### config.mk
export PLATFORM = sky130hd
export DESIGN_NAME = clock_source_and_distribution
export DESIGN_NICKNAME = d
export VERILOG_FILES = /design/src/clock_dist_pkg.sv /design/src/clk_gate_glitchfree.sv /design/src/clock_source_and_distribution.sv
export VERILOG_INCLUDE_DIRS = /design/src
export SDC_FILE = /design/constraint.sdc
export NUM_CORES = 1
export LEC_CHECK = 0
export BUFFER_PORTS_ARGS = -buffer_cell sky130_fd_sc_hd__buf_2
export CAP_MARGIN = 20
export CORE_MARGIN = 2
export CORE_UTILIZATION = 45
export DETAILED_ROUTE_END_ITERATION = 8
export GPL_ROUTABILITY_DRIVEN = 0
export PLACE_DENSITY = 0.66
export SLEW_MARGIN = 15
export SYNTH_ARGS = -nofsm -noshare
export SYNTH_HDL_FRONTEND = slang
export SYNTH_SLANG_ARGS = --single-unit
### constraint.sdc
create_clock -name I_REF_CLK -period 3.7 [get_ports I_REF_CLK]
set_input_delay 0.555 -clock I_REF_CLK [delete_from_list [all_inputs] [get_ports I_REF_CLK]]
set_output_delay 0.555 -clock I_REF_CLK [all_outputs]
set_load 0.05 [all_outputs]
### src/clock_dist_cfg.svh
// constants for the clock source and distribution unit
`ifndef CLOCK_DIST_CFG_SVH
`define CLOCK_DIST_CFG_SVH

// fuse encodings, a fuse reads 0 when programmed
`define FUSE_PROGRAMMED 1'b0
`define SRC_CODE_RC 4'h2
`define SRC_CODE_EXT 4'h0
`define SRC_CODE_LF_TOP 2'h1
`define SRC_CODE_XTAL_BIT 3

// reset time-out lengths in watchdog oscillator cycles
`define WD_NONE_TICKS 17'h00000
`define WD_SHORT_TICKS 17'h01000
`define WD_LONG_TICKS 17'h10000

// oscillator start-up lengths in source cycles
`define SU_258_TICKS 17'h00102
`define SU_1K_TICKS 17'h00400
`define SU_16K_TICKS 17'h04000
`define SU_32K_TICKS 17'h08000
`define SU_FAST_TICKS 17'h00006

// system prescaler
`define DIV8_LAST 3'h7
`define DIV_RESET 3'h0
`define TRIM_RESET 8'h00

`endif

### src/clock_dist_pkg.sv
// types shared by the clock source and distribution unit
package clock_dist_pkg;

   typedef enum logic [2:0] {
      SLP_IDLE,
      SLP_CONV_NOISE_RED,
      SLP_POWER_DOWN,
      SLP_POWER_SAVE,
      SLP_STANDBY
   } sleep_mode_t;

   typedef enum logic [1:0] {
      ST_OSC_START,
      ST_RST_TIMEOUT,
      ST_RUN,
      ST_SLEEP
   } clk_state_t;

   typedef enum logic [1:0] {
      RTO_NONE,
      RTO_SHORT,
      RTO_LONG
   } rst_timeout_t;

   typedef struct packed {
      logic xtal;
      logic low_freq;
      logic rc;
      logic ext;
   } src_sel_t;

   typedef struct packed {
      logic core;
      logic program_memory;
      logic peripheral;
      logic converter;
   } domain_en_t;

endpackage

### src/clk_gate_glitchfree.sv
// glitch-free clock gate, enable retimed on the low phase
module clk_gate_glitchfree (
   // clock and reset
   input wire logic i_clk,
   input wire logic i_rst_n,
   // control
   input wire logic i_en,
   // gated clock
   output logic o_clk
);

   logic en_r;

   // enable only changes while the clock is low, so no runt pulse
   always_ff @(negedge i_clk) begin
      if (!i_rst_n) begin
         en_r <= 1'b0;
      end else begin
         en_r <= i_en;
      end
   end

   assign o_clk = i_clk & en_r;

endmodule // clk_gate_glitchfree

### src/clock_source_and_distribution.sv
// clock source selection, start-up timing and gated clock distribution
// Function
// - halted core clock stops all core work
// - sleep mode gates off unused clock domains
// - async interrupt detect while peripheral clock stopped
// - serial start detect goes async while peripheral clock stopped
// - program memory clock follows core clock
// - async timer clock runs through sleep except power-down
// - display shares async timer clock domain
// - converter clock runs in idle and noise-reduction sleep
// - codes 1xxx crystal, 01xx low-frequency crystal
// - 0010 RC, 0000 external, 0011/0001 reserved
// - fuse bit 0 programmed, 1 unprogrammed
// - deep-sleep wake waits source start-up count
// - reset adds delay counted on watchdog ticks
// - reset time-out none, 4096 or 65536 watchdog ticks
// - default RC code, start-up 10, divide-by-eight
// - default prescaler divides source by eight
// - programmed divide fuse divides at start-up
// - reset loads calibration byte into trim
`include "clock_dist_cfg.svh"

module clock_source_and_distribution
   import clock_dist_pkg::*;
#(
   parameter logic [16:0] WD_LONG_TICKS = `WD_LONG_TICKS,
   parameter logic [16:0] SU_16K_TICKS = `SU_16K_TICKS,
   parameter logic [16:0] SU_32K_TICKS = `SU_32K_TICKS
) (
   // clock and reset
   input wire logic I_REF_CLK,
   input wire logic I_RST_N,
   // fuses
   input wire logic [3:0] I_CLOCK_SOURCE_SELECT_FUSES,
   input wire logic [1:0] I_STARTUP_TIME_FUSES,
   input wire logic I_DIVIDE_BY_EIGHT_FUSE,
   // oscillator side
   input wire logic I_WATCHDOG_OSC_TICK,
   input wire logic I_SRC_OSC_TICK,
   input wire logic I_ASYNC_SRC_LEVEL,
   input wire logic [7:0] I_CAL_BYTE,
   // sleep control
   input wire logic I_SLEEP_REQ,
   input wire sleep_mode_t I_SLEEP_MODE,
   input wire logic I_WAKE,
   // distributed clocks
   output logic O_CORE_CLOCK,
   output logic O_PROGRAM_MEMORY_CLOCK,
   output logic O_PERIPHERAL_CLOCK,
   output logic O_CONVERTER_CLOCK,
   output logic O_ASYNC_TIMER_CLOCK,
   // status
   output src_sel_t O_SRC_ENABLE,
   output logic O_CFG_INVALID,
   output logic O_CORE_HALTED,
   output logic O_INSTR_EN,
   output logic O_ASYNC_INT_DETECT,
   output logic O_SERIAL_START_ASYNC,
   output logic O_DIV8_ACTIVE,
   output logic [7:0] O_OSC_TRIM
);

   clk_state_t state_r;
   clk_state_t state_nxt;
   sleep_mode_t mode_r;
   rst_timeout_t rto_sel;
   logic [16:0] cnt_r;
   logic [16:0] cnt_nxt;
   logic from_reset_r;
   logic [2:0] div_r;
   logic div8_r;
   logic [7:0] trim_r;
   logic async_clk_r;
   logic async_det_r;
   src_sel_t src_r;
   logic invalid_r;

   // fuse decode
   wire [3:0] src_code = I_CLOCK_SOURCE_SELECT_FUSES;
   wire [1:0] su_code = I_STARTUP_TIME_FUSES;
   wire div8_prog = (I_DIVIDE_BY_EIGHT_FUSE == `FUSE_PROGRAMMED);
   src_sel_t src_dec;
   assign src_dec.xtal = src_code[`SRC_CODE_XTAL_BIT];
   assign src_dec.low_freq = (src_code[3:2] == `SRC_CODE_LF_TOP);
   assign src_dec.rc = (src_code == `SRC_CODE_RC);
   assign src_dec.ext = (src_code == `SRC_CODE_EXT);
   // reserved codes light no source at all
   wire cfg_invalid = ~|src_dec;

   // reset time-out choice; crystal mixes in the low select bit
   always_comb begin
      rto_sel = RTO_LONG;
      if (src_dec.xtal) begin
         unique case ({src_code[0], su_code})
            3'h0, 3'h3, 3'h6: rto_sel = RTO_SHORT;
            3'h2, 3'h5: rto_sel = RTO_NONE;
            default: rto_sel = RTO_LONG;
         endcase
      end else begin
         unique case (su_code)
            2'h0: rto_sel = RTO_NONE;
            2'h1: rto_sel = RTO_SHORT;
            default: rto_sel = RTO_LONG; // reserved code takes the safe length
         endcase
      end
   end

   wire [16:0] rst_ticks = (rto_sel == RTO_SHORT) ? `WD_SHORT_TICKS :
                           (rto_sel == RTO_LONG) ? WD_LONG_TICKS : `WD_NONE_TICKS;

   // oscillator start-up length per source
   wire [16:0] xtal_ticks = (!src_code[0] && !su_code[1]) ? `SU_258_TICKS :
                            (!src_code[0] || su_code == 2'h0) ? `SU_1K_TICKS : SU_16K_TICKS;
   wire [16:0] lf_ticks = src_code[0] ? SU_32K_TICKS : `SU_1K_TICKS;
   wire [16:0] su_ticks = src_dec.xtal ? xtal_ticks :
                          src_dec.low_freq ? lf_ticks : `SU_FAST_TICKS;

   // sequencing
   wire run = (state_r == ST_RUN);
   wire sleeping = (state_r == ST_SLEEP);
   wire deep_mode = (mode_r == SLP_POWER_DOWN) || (mode_r == SLP_POWER_SAVE);
   // a reserved source never ticks the start-up counter
   wire su_tick = I_SRC_OSC_TICK & ~cfg_invalid;
   wire su_done = su_tick && (cnt_r >= su_ticks - 17'h00001);
   wire rto_done = (rst_ticks == `WD_NONE_TICKS) ||
                   (I_WATCHDOG_OSC_TICK && (cnt_r >= rst_ticks - 17'h00001));

   always_comb begin
      state_nxt = state_r;
      cnt_nxt = cnt_r;
      unique case (state_r)
         ST_OSC_START: begin
            cnt_nxt = su_tick ? cnt_r + 17'h00001 : cnt_r;
            if (su_done) begin
               cnt_nxt = 17'h00000;
               state_nxt = from_reset_r ? ST_RST_TIMEOUT : ST_RUN;
            end
         end
         ST_RST_TIMEOUT: begin
            // counted on watchdog ticks, not on the system clock
            cnt_nxt = I_WATCHDOG_OSC_TICK ? cnt_r + 17'h00001 : cnt_r;
            if (rto_done) begin
               cnt_nxt = 17'h00000;
               state_nxt = ST_RUN;
            end
         end
         ST_RUN: begin
            if (I_SLEEP_REQ) begin
               state_nxt = ST_SLEEP;
            end
         end
         ST_SLEEP: begin
            if (I_WAKE) begin
               cnt_nxt = 17'h00000;
               state_nxt = deep_mode ? ST_OSC_START : ST_RUN;
            end
         end
      endcase
   end

   always_ff @(posedge I_REF_CLK) begin
      if (!I_RST_N) begin
         state_r <= ST_OSC_START;
         cnt_r <= 17'h00000;
         from_reset_r <= 1'b1;
         mode_r <= SLP_IDLE;
      end else begin
         state_r <= state_nxt;
         cnt_r <= cnt_nxt;
         if (state_nxt == ST_RUN) begin
            from_reset_r <= 1'b0;
         end
         if (run && I_SLEEP_REQ) begin
            mode_r <= I_SLEEP_MODE;
         end
      end
   end

   // domain enables per sleep mode
   domain_en_t dom_en;
   assign dom_en.core = run;
   assign dom_en.program_memory = dom_en.core;
   assign dom_en.peripheral = run | (sleeping && mode_r == SLP_IDLE);
   assign dom_en.converter = run | (sleeping && (mode_r == SLP_IDLE ||
                                                 mode_r == SLP_CONV_NOISE_RED));
   // async domain stays up in every sleep mode except full power-down
   wire async_en = ~cfg_invalid & ~(sleeping && mode_r == SLP_POWER_DOWN);

   // prescaler; div8 latched once at reset so a fuse glitch cannot retime
   wire tick_en = ~div8_r | (div_r == `DIV8_LAST);

   always_ff @(posedge I_REF_CLK) begin
      if (!I_RST_N) begin
         div_r <= `DIV_RESET;
         div8_r <= div8_prog;
         trim_r <= I_CAL_BYTE;
         async_clk_r <= 1'b0;
         async_det_r <= 1'b1;
         src_r <= '0;
         invalid_r <= 1'b0;
      end else begin
         div_r <= div_r + 3'h1;
         async_clk_r <= I_ASYNC_SRC_LEVEL & async_en;
         async_det_r <= ~dom_en.peripheral;
         src_r <= src_dec;
         invalid_r <= cfg_invalid;
      end
   end

   // gated clocks; one gate per ref-derived domain
   wire [3:0] gate_en = dom_en & {4{tick_en}};
   wire [3:0] gate_clk;
   genvar g;
   generate
      for (g = 0; g < 4; g++) begin : g_gate
         clk_gate_glitchfree clk_gate_glitchfree_inst (
            .i_clk(I_REF_CLK),
            .i_rst_n(I_RST_N),
            .i_en(gate_en[g]),
            .o_clk(gate_clk[g])
         );
      end
   endgenerate

   assign O_CORE_CLOCK = gate_clk[3];
   assign O_PROGRAM_MEMORY_CLOCK = gate_clk[2];
   assign O_PERIPHERAL_CLOCK = gate_clk[1];
   assign O_CONVERTER_CLOCK = gate_clk[0];
   // display controller and async counter share this one
   assign O_ASYNC_TIMER_CLOCK = async_clk_r;
   assign O_SRC_ENABLE = src_r;
   assign O_CFG_INVALID = invalid_r;
   assign O_CORE_HALTED = ~dom_en.core;
   assign O_INSTR_EN = dom_en.core;
   assign O_ASYNC_INT_DETECT = async_det_r;
   assign O_SERIAL_START_ASYNC = async_det_r;
   assign O_DIV8_ACTIVE = div8_r;
   assign O_OSC_TRIM = trim_r;

   a_core_halt_exec: assert property (@(posedge I_REF_CLK) disable iff (!I_RST_N)
      O_CORE_HALTED |-> !O_INSTR_EN && !gate_en[3])
      else $error("core executes while halted");

   a_sleep_gates_core: assert property (@(posedge I_REF_CLK) disable iff (!I_RST_N)
      (sleeping && mode_r != SLP_IDLE) |-> !gate_en[3] && !gate_en[1])
      else $error("clock left running in sleep");

   a_async_int_detect: assert property (@(posedge I_REF_CLK) disable iff (!I_RST_N)
      (sleeping && mode_r == SLP_POWER_DOWN) |=> O_ASYNC_INT_DETECT)
      else $error("async interrupt detect off with peripheral clock halted");

   a_serial_async: assert property (@(posedge I_REF_CLK) disable iff (!I_RST_N)
      $rose(run) |=> !O_SERIAL_START_ASYNC)
      else $error("serial start detect stays async while running");

   a_flash_follows: assert property (@(posedge I_REF_CLK) disable iff (!I_RST_N)
      gate_en[2] == gate_en[3])
      else $error("program memory clock diverges from core clock");

   a_async_in_save: assert property (@(posedge I_REF_CLK) disable iff (!I_RST_N)
      (sleeping && mode_r == SLP_POWER_SAVE && !cfg_invalid && I_ASYNC_SRC_LEVEL)
      |=> O_ASYNC_TIMER_CLOCK)
      else $error("async timer clock stopped in power-save");

   a_conv_noise_red: assert property (@(posedge I_REF_CLK) disable iff (!I_RST_N)
      (sleeping && mode_r == SLP_CONV_NOISE_RED) |-> dom_en.converter && !dom_en.peripheral)
      else $error("converter domain wrong in noise reduction");

   a_xtal_decode: assert property (@(posedge I_REF_CLK) disable iff (!I_RST_N)
      I_CLOCK_SOURCE_SELECT_FUSES[3] |=> O_SRC_ENABLE == 4'h8)
      else $error("crystal code not decoded");

   a_reserved_code: assert property (@(posedge I_REF_CLK) disable iff (!I_RST_N)
      (I_CLOCK_SOURCE_SELECT_FUSES == 4'h3 || I_CLOCK_SOURCE_SELECT_FUSES == 4'h1)
      |=> O_CFG_INVALID && O_SRC_ENABLE == 4'h0)
      else $error("reserved code enabled a source");

   a_wake_startup: assert property (@(posedge I_REF_CLK) disable iff (!I_RST_N)
      (sleeping && I_WAKE && deep_mode) |=> state_r == ST_OSC_START && !O_INSTR_EN)
      else $error("deep wake skipped start-up");

   a_rst_timeout_len: assert property (@(posedge I_REF_CLK) disable iff (!I_RST_N)
      (state_r == ST_RST_TIMEOUT && state_nxt == ST_RUN && rst_ticks != 17'h00000)
      |-> I_WATCHDOG_OSC_TICK && cnt_r == rst_ticks - 17'h00001)
      else $error("reset time-out ended at wrong count");

   a_div8_period: assert property (@(posedge I_REF_CLK) disable iff (!I_RST_N)
      (div8_r && tick_en) |=> !tick_en [*7] ##1 tick_en)
      else $error("prescaler not dividing by eight");

   a_trim_load: assert property (@(posedge I_REF_CLK)
      $rose(I_RST_N) |-> O_OSC_TRIM == $past(I_CAL_BYTE))
      else $error("trim not loaded during reset");

   a_idle_domains: assert property (@(posedge I_REF_CLK) disable iff (!I_RST_N)
      (sleeping && mode_r == SLP_IDLE) |-> dom_en.peripheral && dom_en.converter && !dom_en.core)
      else $error("idle sleep domain enables wrong");

   a_det_in_run: assert property (@(posedge I_REF_CLK) disable iff (!I_RST_N)
      run |=> !O_ASYNC_INT_DETECT)
      else $error("async interrupt detect active while running");

   a_serial_sleep: assert property (@(posedge I_REF_CLK) disable iff (!I_RST_N)
      (sleeping && mode_r != SLP_IDLE) |=> O_SERIAL_START_ASYNC)
      else $error("serial start detect not async in sleep");

   a_async_off_pd: assert property (@(posedge I_REF_CLK) disable iff (!I_RST_N)
      (sleeping && mode_r == SLP_POWER_DOWN) |=> !O_ASYNC_TIMER_CLOCK)
      else $error("async timer clock running in power-down");

   a_async_follows: assert property (@(posedge I_REF_CLK) disable iff (!I_RST_N)
      (run && !cfg_invalid) |=> O_ASYNC_TIMER_CLOCK == $past(I_ASYNC_SRC_LEVEL))
      else $error("async timer clock does not follow its source");

   a_lf_decode: assert property (@(posedge I_REF_CLK) disable iff (!I_RST_N)
      (I_CLOCK_SOURCE_SELECT_FUSES[3:2] == 2'h1) |=> O_SRC_ENABLE == 4'h4)
      else $error("low-frequency code not decoded");

   a_rc_decode: assert property (@(posedge I_REF_CLK) disable iff (!I_RST_N)
      (I_CLOCK_SOURCE_SELECT_FUSES == 4'h2) |=> O_SRC_ENABLE == 4'h2)
      else $error("rc code not decoded");

   a_ext_decode: assert property (@(posedge I_REF_CLK) disable iff (!I_RST_N)
      (I_CLOCK_SOURCE_SELECT_FUSES == 4'h0) |=> O_SRC_ENABLE == 4'h1)
      else $error("external clock code not decoded");

   a_div8_fuse: assert property (@(posedge I_REF_CLK)
      !I_RST_N |=> O_DIV8_ACTIVE == !$past(I_DIVIDE_BY_EIGHT_FUSE))
      else $error("divide fuse polarity wrong");

   a_startup_wait: assert property (@(posedge I_REF_CLK) disable iff (!I_RST_N)
      (state_r == ST_OSC_START && !I_SRC_OSC_TICK) |=> state_r == ST_OSC_START)
      else $error("start-up advanced without a source tick");

   a_timeout_wd: assert property (@(posedge I_REF_CLK) disable iff (!I_RST_N)
      (state_r == ST_RST_TIMEOUT && !I_WATCHDOG_OSC_TICK && rst_ticks != `WD_NONE_TICKS)
      |=> state_r == ST_RST_TIMEOUT)
      else $error("reset time-out advanced without a watchdog tick");

   a_reset_to_timeout: assert property (@(posedge I_REF_CLK) disable iff (!I_RST_N)
      (state_r == ST_OSC_START && su_done && from_reset_r) |=> state_r == ST_RST_TIMEOUT)
      else $error("reset start-up skipped the time-out");

   a_invalid_stuck: assert property (@(posedge I_REF_CLK) disable iff (!I_RST_N)
      (state_r == ST_OSC_START && cfg_invalid) |=> state_r == ST_OSC_START)
      else $error("reserved code finished start-up");

   a_trim_hold: assert property (@(posedge I_REF_CLK) disable iff (!I_RST_N)
      I_RST_N |=> $stable(O_OSC_TRIM))
      else $error("trim changed outside reset");

endmodule // clock_source_and_distribution

* After elaboration in Yosys (flattened, before gate mapping)
Index checks and enable logic that the tools add are counted.
** Word-level totals
- Memories :: 0
- Bits in latches :: 0
- Register bits :: 46
- Input bits :: 25
- ROM bits :: 0
- Output and inout port bits :: 23
- Word-level logic and storage cells :: 108
- RAM bits :: 0
** Operators by class
- Bitwise operators :: 16
- Eq/ne operators :: 20
- Divide/modulo/power cells :: 0
- Reductions and logical operators :: 25
- Shift-type cells :: 0
- Multiply operators :: 0
- Magnitude comparators :: 2
- $add $sub $neg :: 4
- Muxes and demuxes :: 23
** Operators by type and width (count)
- two-way mux 17 bit :: 7
- case mux 17 bit (3 select lines) :: 1
- two-way mux 16 bit :: 3
- >= comparator 17 bit :: 2
- two-way mux 15 bit :: 2
- adder 17 x 1 -> 17 bit (second input constant) :: 1
- zero test 17 bit :: 1
- subtractor 16 x 1 -> 17 bit (second input constant) :: 1
- subtractor 17 x 1 -> 17 bit (second input constant) :: 1
- two-way mux 2 bit :: 7
- == test 3 x 2 -> 1 bit (second input constant) :: 4
- == test 3 bit (second input constant) :: 3
- == test 2 x 1 -> 1 bit (second input constant) :: 4
- == test 2 bit (second input constant) :: 4
- case mux 2 bit (2 select lines) :: 2
- case mux 2 bit (4 select lines) :: 1
- bitwise AND 1 bit :: 7
- logical AND 1 bit :: 7
- zero test 3 bit :: 2
- inequality test 3 bit (second input constant) :: 2
- NOT 1 bit :: 5
- bitwise AND 4 bit :: 1
- == test 4 x 2 -> 1 bit (second input constant) :: 1
- zero test 2 bit :: 2
- other kinds (12) :: 19

* Longest topological paths before layout
- Word-level depth :: 14
- Mapped depth :: 14
- Gate-level depth less buffers :: 12

* Hierarchy
Synthesis repeated with hierarchy kept, for this count alone.
** Second synthesis, totals
- Cells, all modules :: 275
- Area total of the unflattened synthesis :: 2504.9 um2
** By module, submodules not included
- clock_source_and_distribution :: cells an instance 259, seq. area each 930.9 um2, area each 2359.8 um2, times used 1
- clk_gate_glitchfree :: cells an instance 4, seq. area each 20.0 um2, area each 36.3 um2, times used 4

==> parameters.txt <==
Parameter                              Value

Hold path
  Number of cells traversed by the worst hold path    2
  Class of the worst hold path    in -> reg
  Hold Path Origin    I_CLOCK_SOURCE_SELECT_FUSES[1]

Detailed routing
  Violation count after the first detailed-route iteration    111
  Final antenna-violating net count    0
  Total Routed Length    5910 µm
  Routed vias    2299
  Post-detailed-route wirelength per cell    14.7 µm
  # DRC    0
  Detail-routed via count per cell    5.72
  TritonRoute pass-1 iters    4

Power and ir drop
  VDD IR-drop max    0.000205 V
  Cell internal power dissipation    0.886 mW
  Static leakage    1.27 nW
  Clock network power share    41.2%
  Switching Share    28.7%
  Power per standard cell area    404 nW/µm²
  Net switching power    0.357 mW
  Combinational cell fraction of total power    14.3%
  Reg power frac    44.5%

STA
  Setup repair after global routing missed its margin    no
  Post-route clock skew    80.0 ps
  Setup slack of the critical path after layout    68.4 ps
  Final setup vio count    0
  Worst slew pin tran    740 ps
  Pins over their slew limit    0
  Worst hold margin    332 ps
  Final sum of negative setup slack    0 ps
  Relative slew margins    50.7%
  Hold Fails Final Rpt    0

Layout
  Area Overhead vs Synth    19.9%
  Fillcell total    498
  Share of layout cells above drive strength 1    22.4%
  Multi-input logic area    1480 µm²
  Antenna Diode Count    0
  Register area    991 µm²
  Nets    375

Worst setup path
  Number of cells on the worst reg-to-reg path    2
  Category of the worst setup path launch point    register
  Worst reg-to-reg setup slack    660 ps
  Critical path class    reg -> out
  CP Capture Type    primary output
  Maximum fanout encountered on the critical timing path    2
  CP Data Arrival Time    3080 ps
  Worst setup path startpoint    g_gate[2].clk_gate_glitchfree_inst.en_r
  Data required time of the worst path    3140 ps
  Critical register-to-register path startpoint    state_r[1]

Clock network
  CTS tree    done
  Number of setup buffers added after CTS    0
  Worst-path clk slew    70 ps
  Skew-Pair Late Insertion Delay    470 ps

Yosys
  Most frequently used cell type in the post-synthesis netlist    sky130_fd_sc_hd__dfxtp_1
  Number of unique standard cell types used by synthesis    62
  Sequential share of the synthesized area    38.6%
  Count of state elements after synthesis    45
  Biggest area contributors in the synthesized netlist    sky130_fd_sc_hd__dfxtp_1 (28%), sky130_fd_sc_hd__ha_1 (11%), sky130_fd_sc_hd__edfxtp_1 (11%)
  Total standard cell area after synthesis    2570 µm²
  Syn Area/Cell    9.35 µm²
  Count of flip-flops with a built-in enable after synthesis    9
  Yosys warns    0
  Top cell type by total area after synthesis    sky130_fd_sc_hd__dfxtp_1
  Top FF cell, synth    sky130_fd_sc_hd__dfxtp_1
  Top post-synthesis cells by count    sky130_fd_sc_hd__dfxtp_1 (36), sky130_fd_sc_hd__ha_1 (22), sky130_fd_sc_hd__nand2_1 (17), sky130_fd_sc_hd__a31oi_1 (14)
  Post-synthesis instance total    275
  Asr flop ratio synth    0%
  Yosys top cell area share    28.0%

GRT
  Number of global-route vias before repair    2140
  Antenna violations before repair    0
  Wire length of the first global-routing pass    9590 µm
  Sum of overflow across all layers after global routing    0
  Total global routing track utilization    20.0%
  Maximum number of pins on one net before global-route repair    19

Floorplan
  Initial Util    46.7%
  I/O pin count    48
  Site Rows    27
  Placeable Area    5510 µm²
  Total Die Area    6330 µm²
  Floorplan die width    79.6 µm
  Die span in y    79.6 µm

Place
  Hpwl dp    4170 µm
  Post-place setup slack    490 ps
  # port buffers    47

Flow run
  Maxcap violations    0

Outcome
  Run status    complete, no violations
-- cells by family after synthesis --
logic type	synth area share (%)
xor gates and xnor gates	5.45
muxes	0.389
adders and majority gates	10.7
AOI/OAI and AO/OA	21.2
DFF	38.6
buffers and inverters	4.19
and+or+nand+nor	19.3
other	0.146
-- routing by layer --
layer,part of all wire [%],global-route usage (%)
met2,44,29.2
met1,47,24.5
met3,6.8,6.56
met4,2.7,14.8
met5,0,0
-- path summary, 6_finish.rpt --
kind                                                                end
worst max register to register  g_gate[2].clk_gate_glitchfree_inst.en_r
worst min-delay path                                    O_SRC_ENABLE[0]
worst max-delay path                             O_PROGRAM_MEMORY_CLOCK
worst min register to register                                 div_r[0]
-- worst max-delay path, cell delays in order (launching register included) --
cell                       delay [ps]
sky130_fd_sc_hd__dfxtp_1          290
sky130_fd_sc_hd__and2_1           190
sky130_fd_sc_hd__clkbuf_8         150
sky130_fd_sc_hd__buf_8            130
-- area by class of cell --
type | instances | area share (%)
Multi-Input combinational cell | 206 | 47.9
Timing Repair Buffer | 46 | 7.72
Sequential cell | 45 | 32.2
Clock buffer | 20 | 7.68
Inverter | 8 | 0.975
Clock inverter | 5 | 0.650
Tap cell | 72 | 2.92
-- cell usage in the layout, fill, tap and decap left out, drive strengths merged, types with 3 or more instances in the layout --
cell,count
buf,50
dfxtp,36
ha,22
nand2,17
clkbuf,16
a31oi,15
nand3,13
a21oi,13
inv,11
o21ai,11
nor2,10
edfxtp,9
xor2,9
xnor2,7
and2,7
nor3,7
nand4,6
and3,5
o211ai,5
nand2b,4
a211oi,4
o2111ai,4
or3,3
o31ai,3
and4,3
-- timing repair --
action                                  CTS  global route
endpoints found under the hold margin     0             0
endpoints found under the setup margin    3             0
gates resized for setup                   5             0
hold buffers                              0             0
-- power groups by stage --
stage / Clock, mW / Combinational [mW] / Sequential [mW]
3_5_place_dp: 0.00706 / 0.178 / 0.564
3_3_place_gp: 0.00706 / 0.173 / 0.565
6_report: 0.512 / 0.178 / 0.553
5_1_grt: 0.550 / 0.200 / 0.557
2_1_floorplan: 0.00706 / 0.0928 / 0.593
4_1_cts: 0.532 / 0.179 / 0.553
-- state kept, by name, summed over array words and instances, names as in the netlist --
name,count
O_ASYNC_TIMER_CLOCK,1
cnt_r,17
div_r,3
O_CFG_INVALID,1
O_OSC_TRIM,8
O_SRC_ENABLE,4
mode_r,3
from_reset_r,1
g_gate.clk_gate_glitchfree_inst.en_r,3
state_r,2
O_DIV8_ACTIVE,1
O_ASYNC_INT_DETECT,1
-- through the flow --
| stage | instance area, µm² | total power, mW | util (%) | instances |
|---|---|---|---|---|
| after floorplan | 2570 | 0.693 | - | 276 |
| after global routing | 3080 | 1.31 | 55.9 | 402 |
| after global placement | 2850 | 0.745 | 51.7 | 382 |
| after detailed placement | 2850 | 0.749 | 51.7 | 382 |
| final | 3080 | 1.24 | 55.9 | 402 |
| after CTS | 3080 | 1.26 | 55.9 | 402 |
No activity file was read; power rests on OpenSTA's default activity.
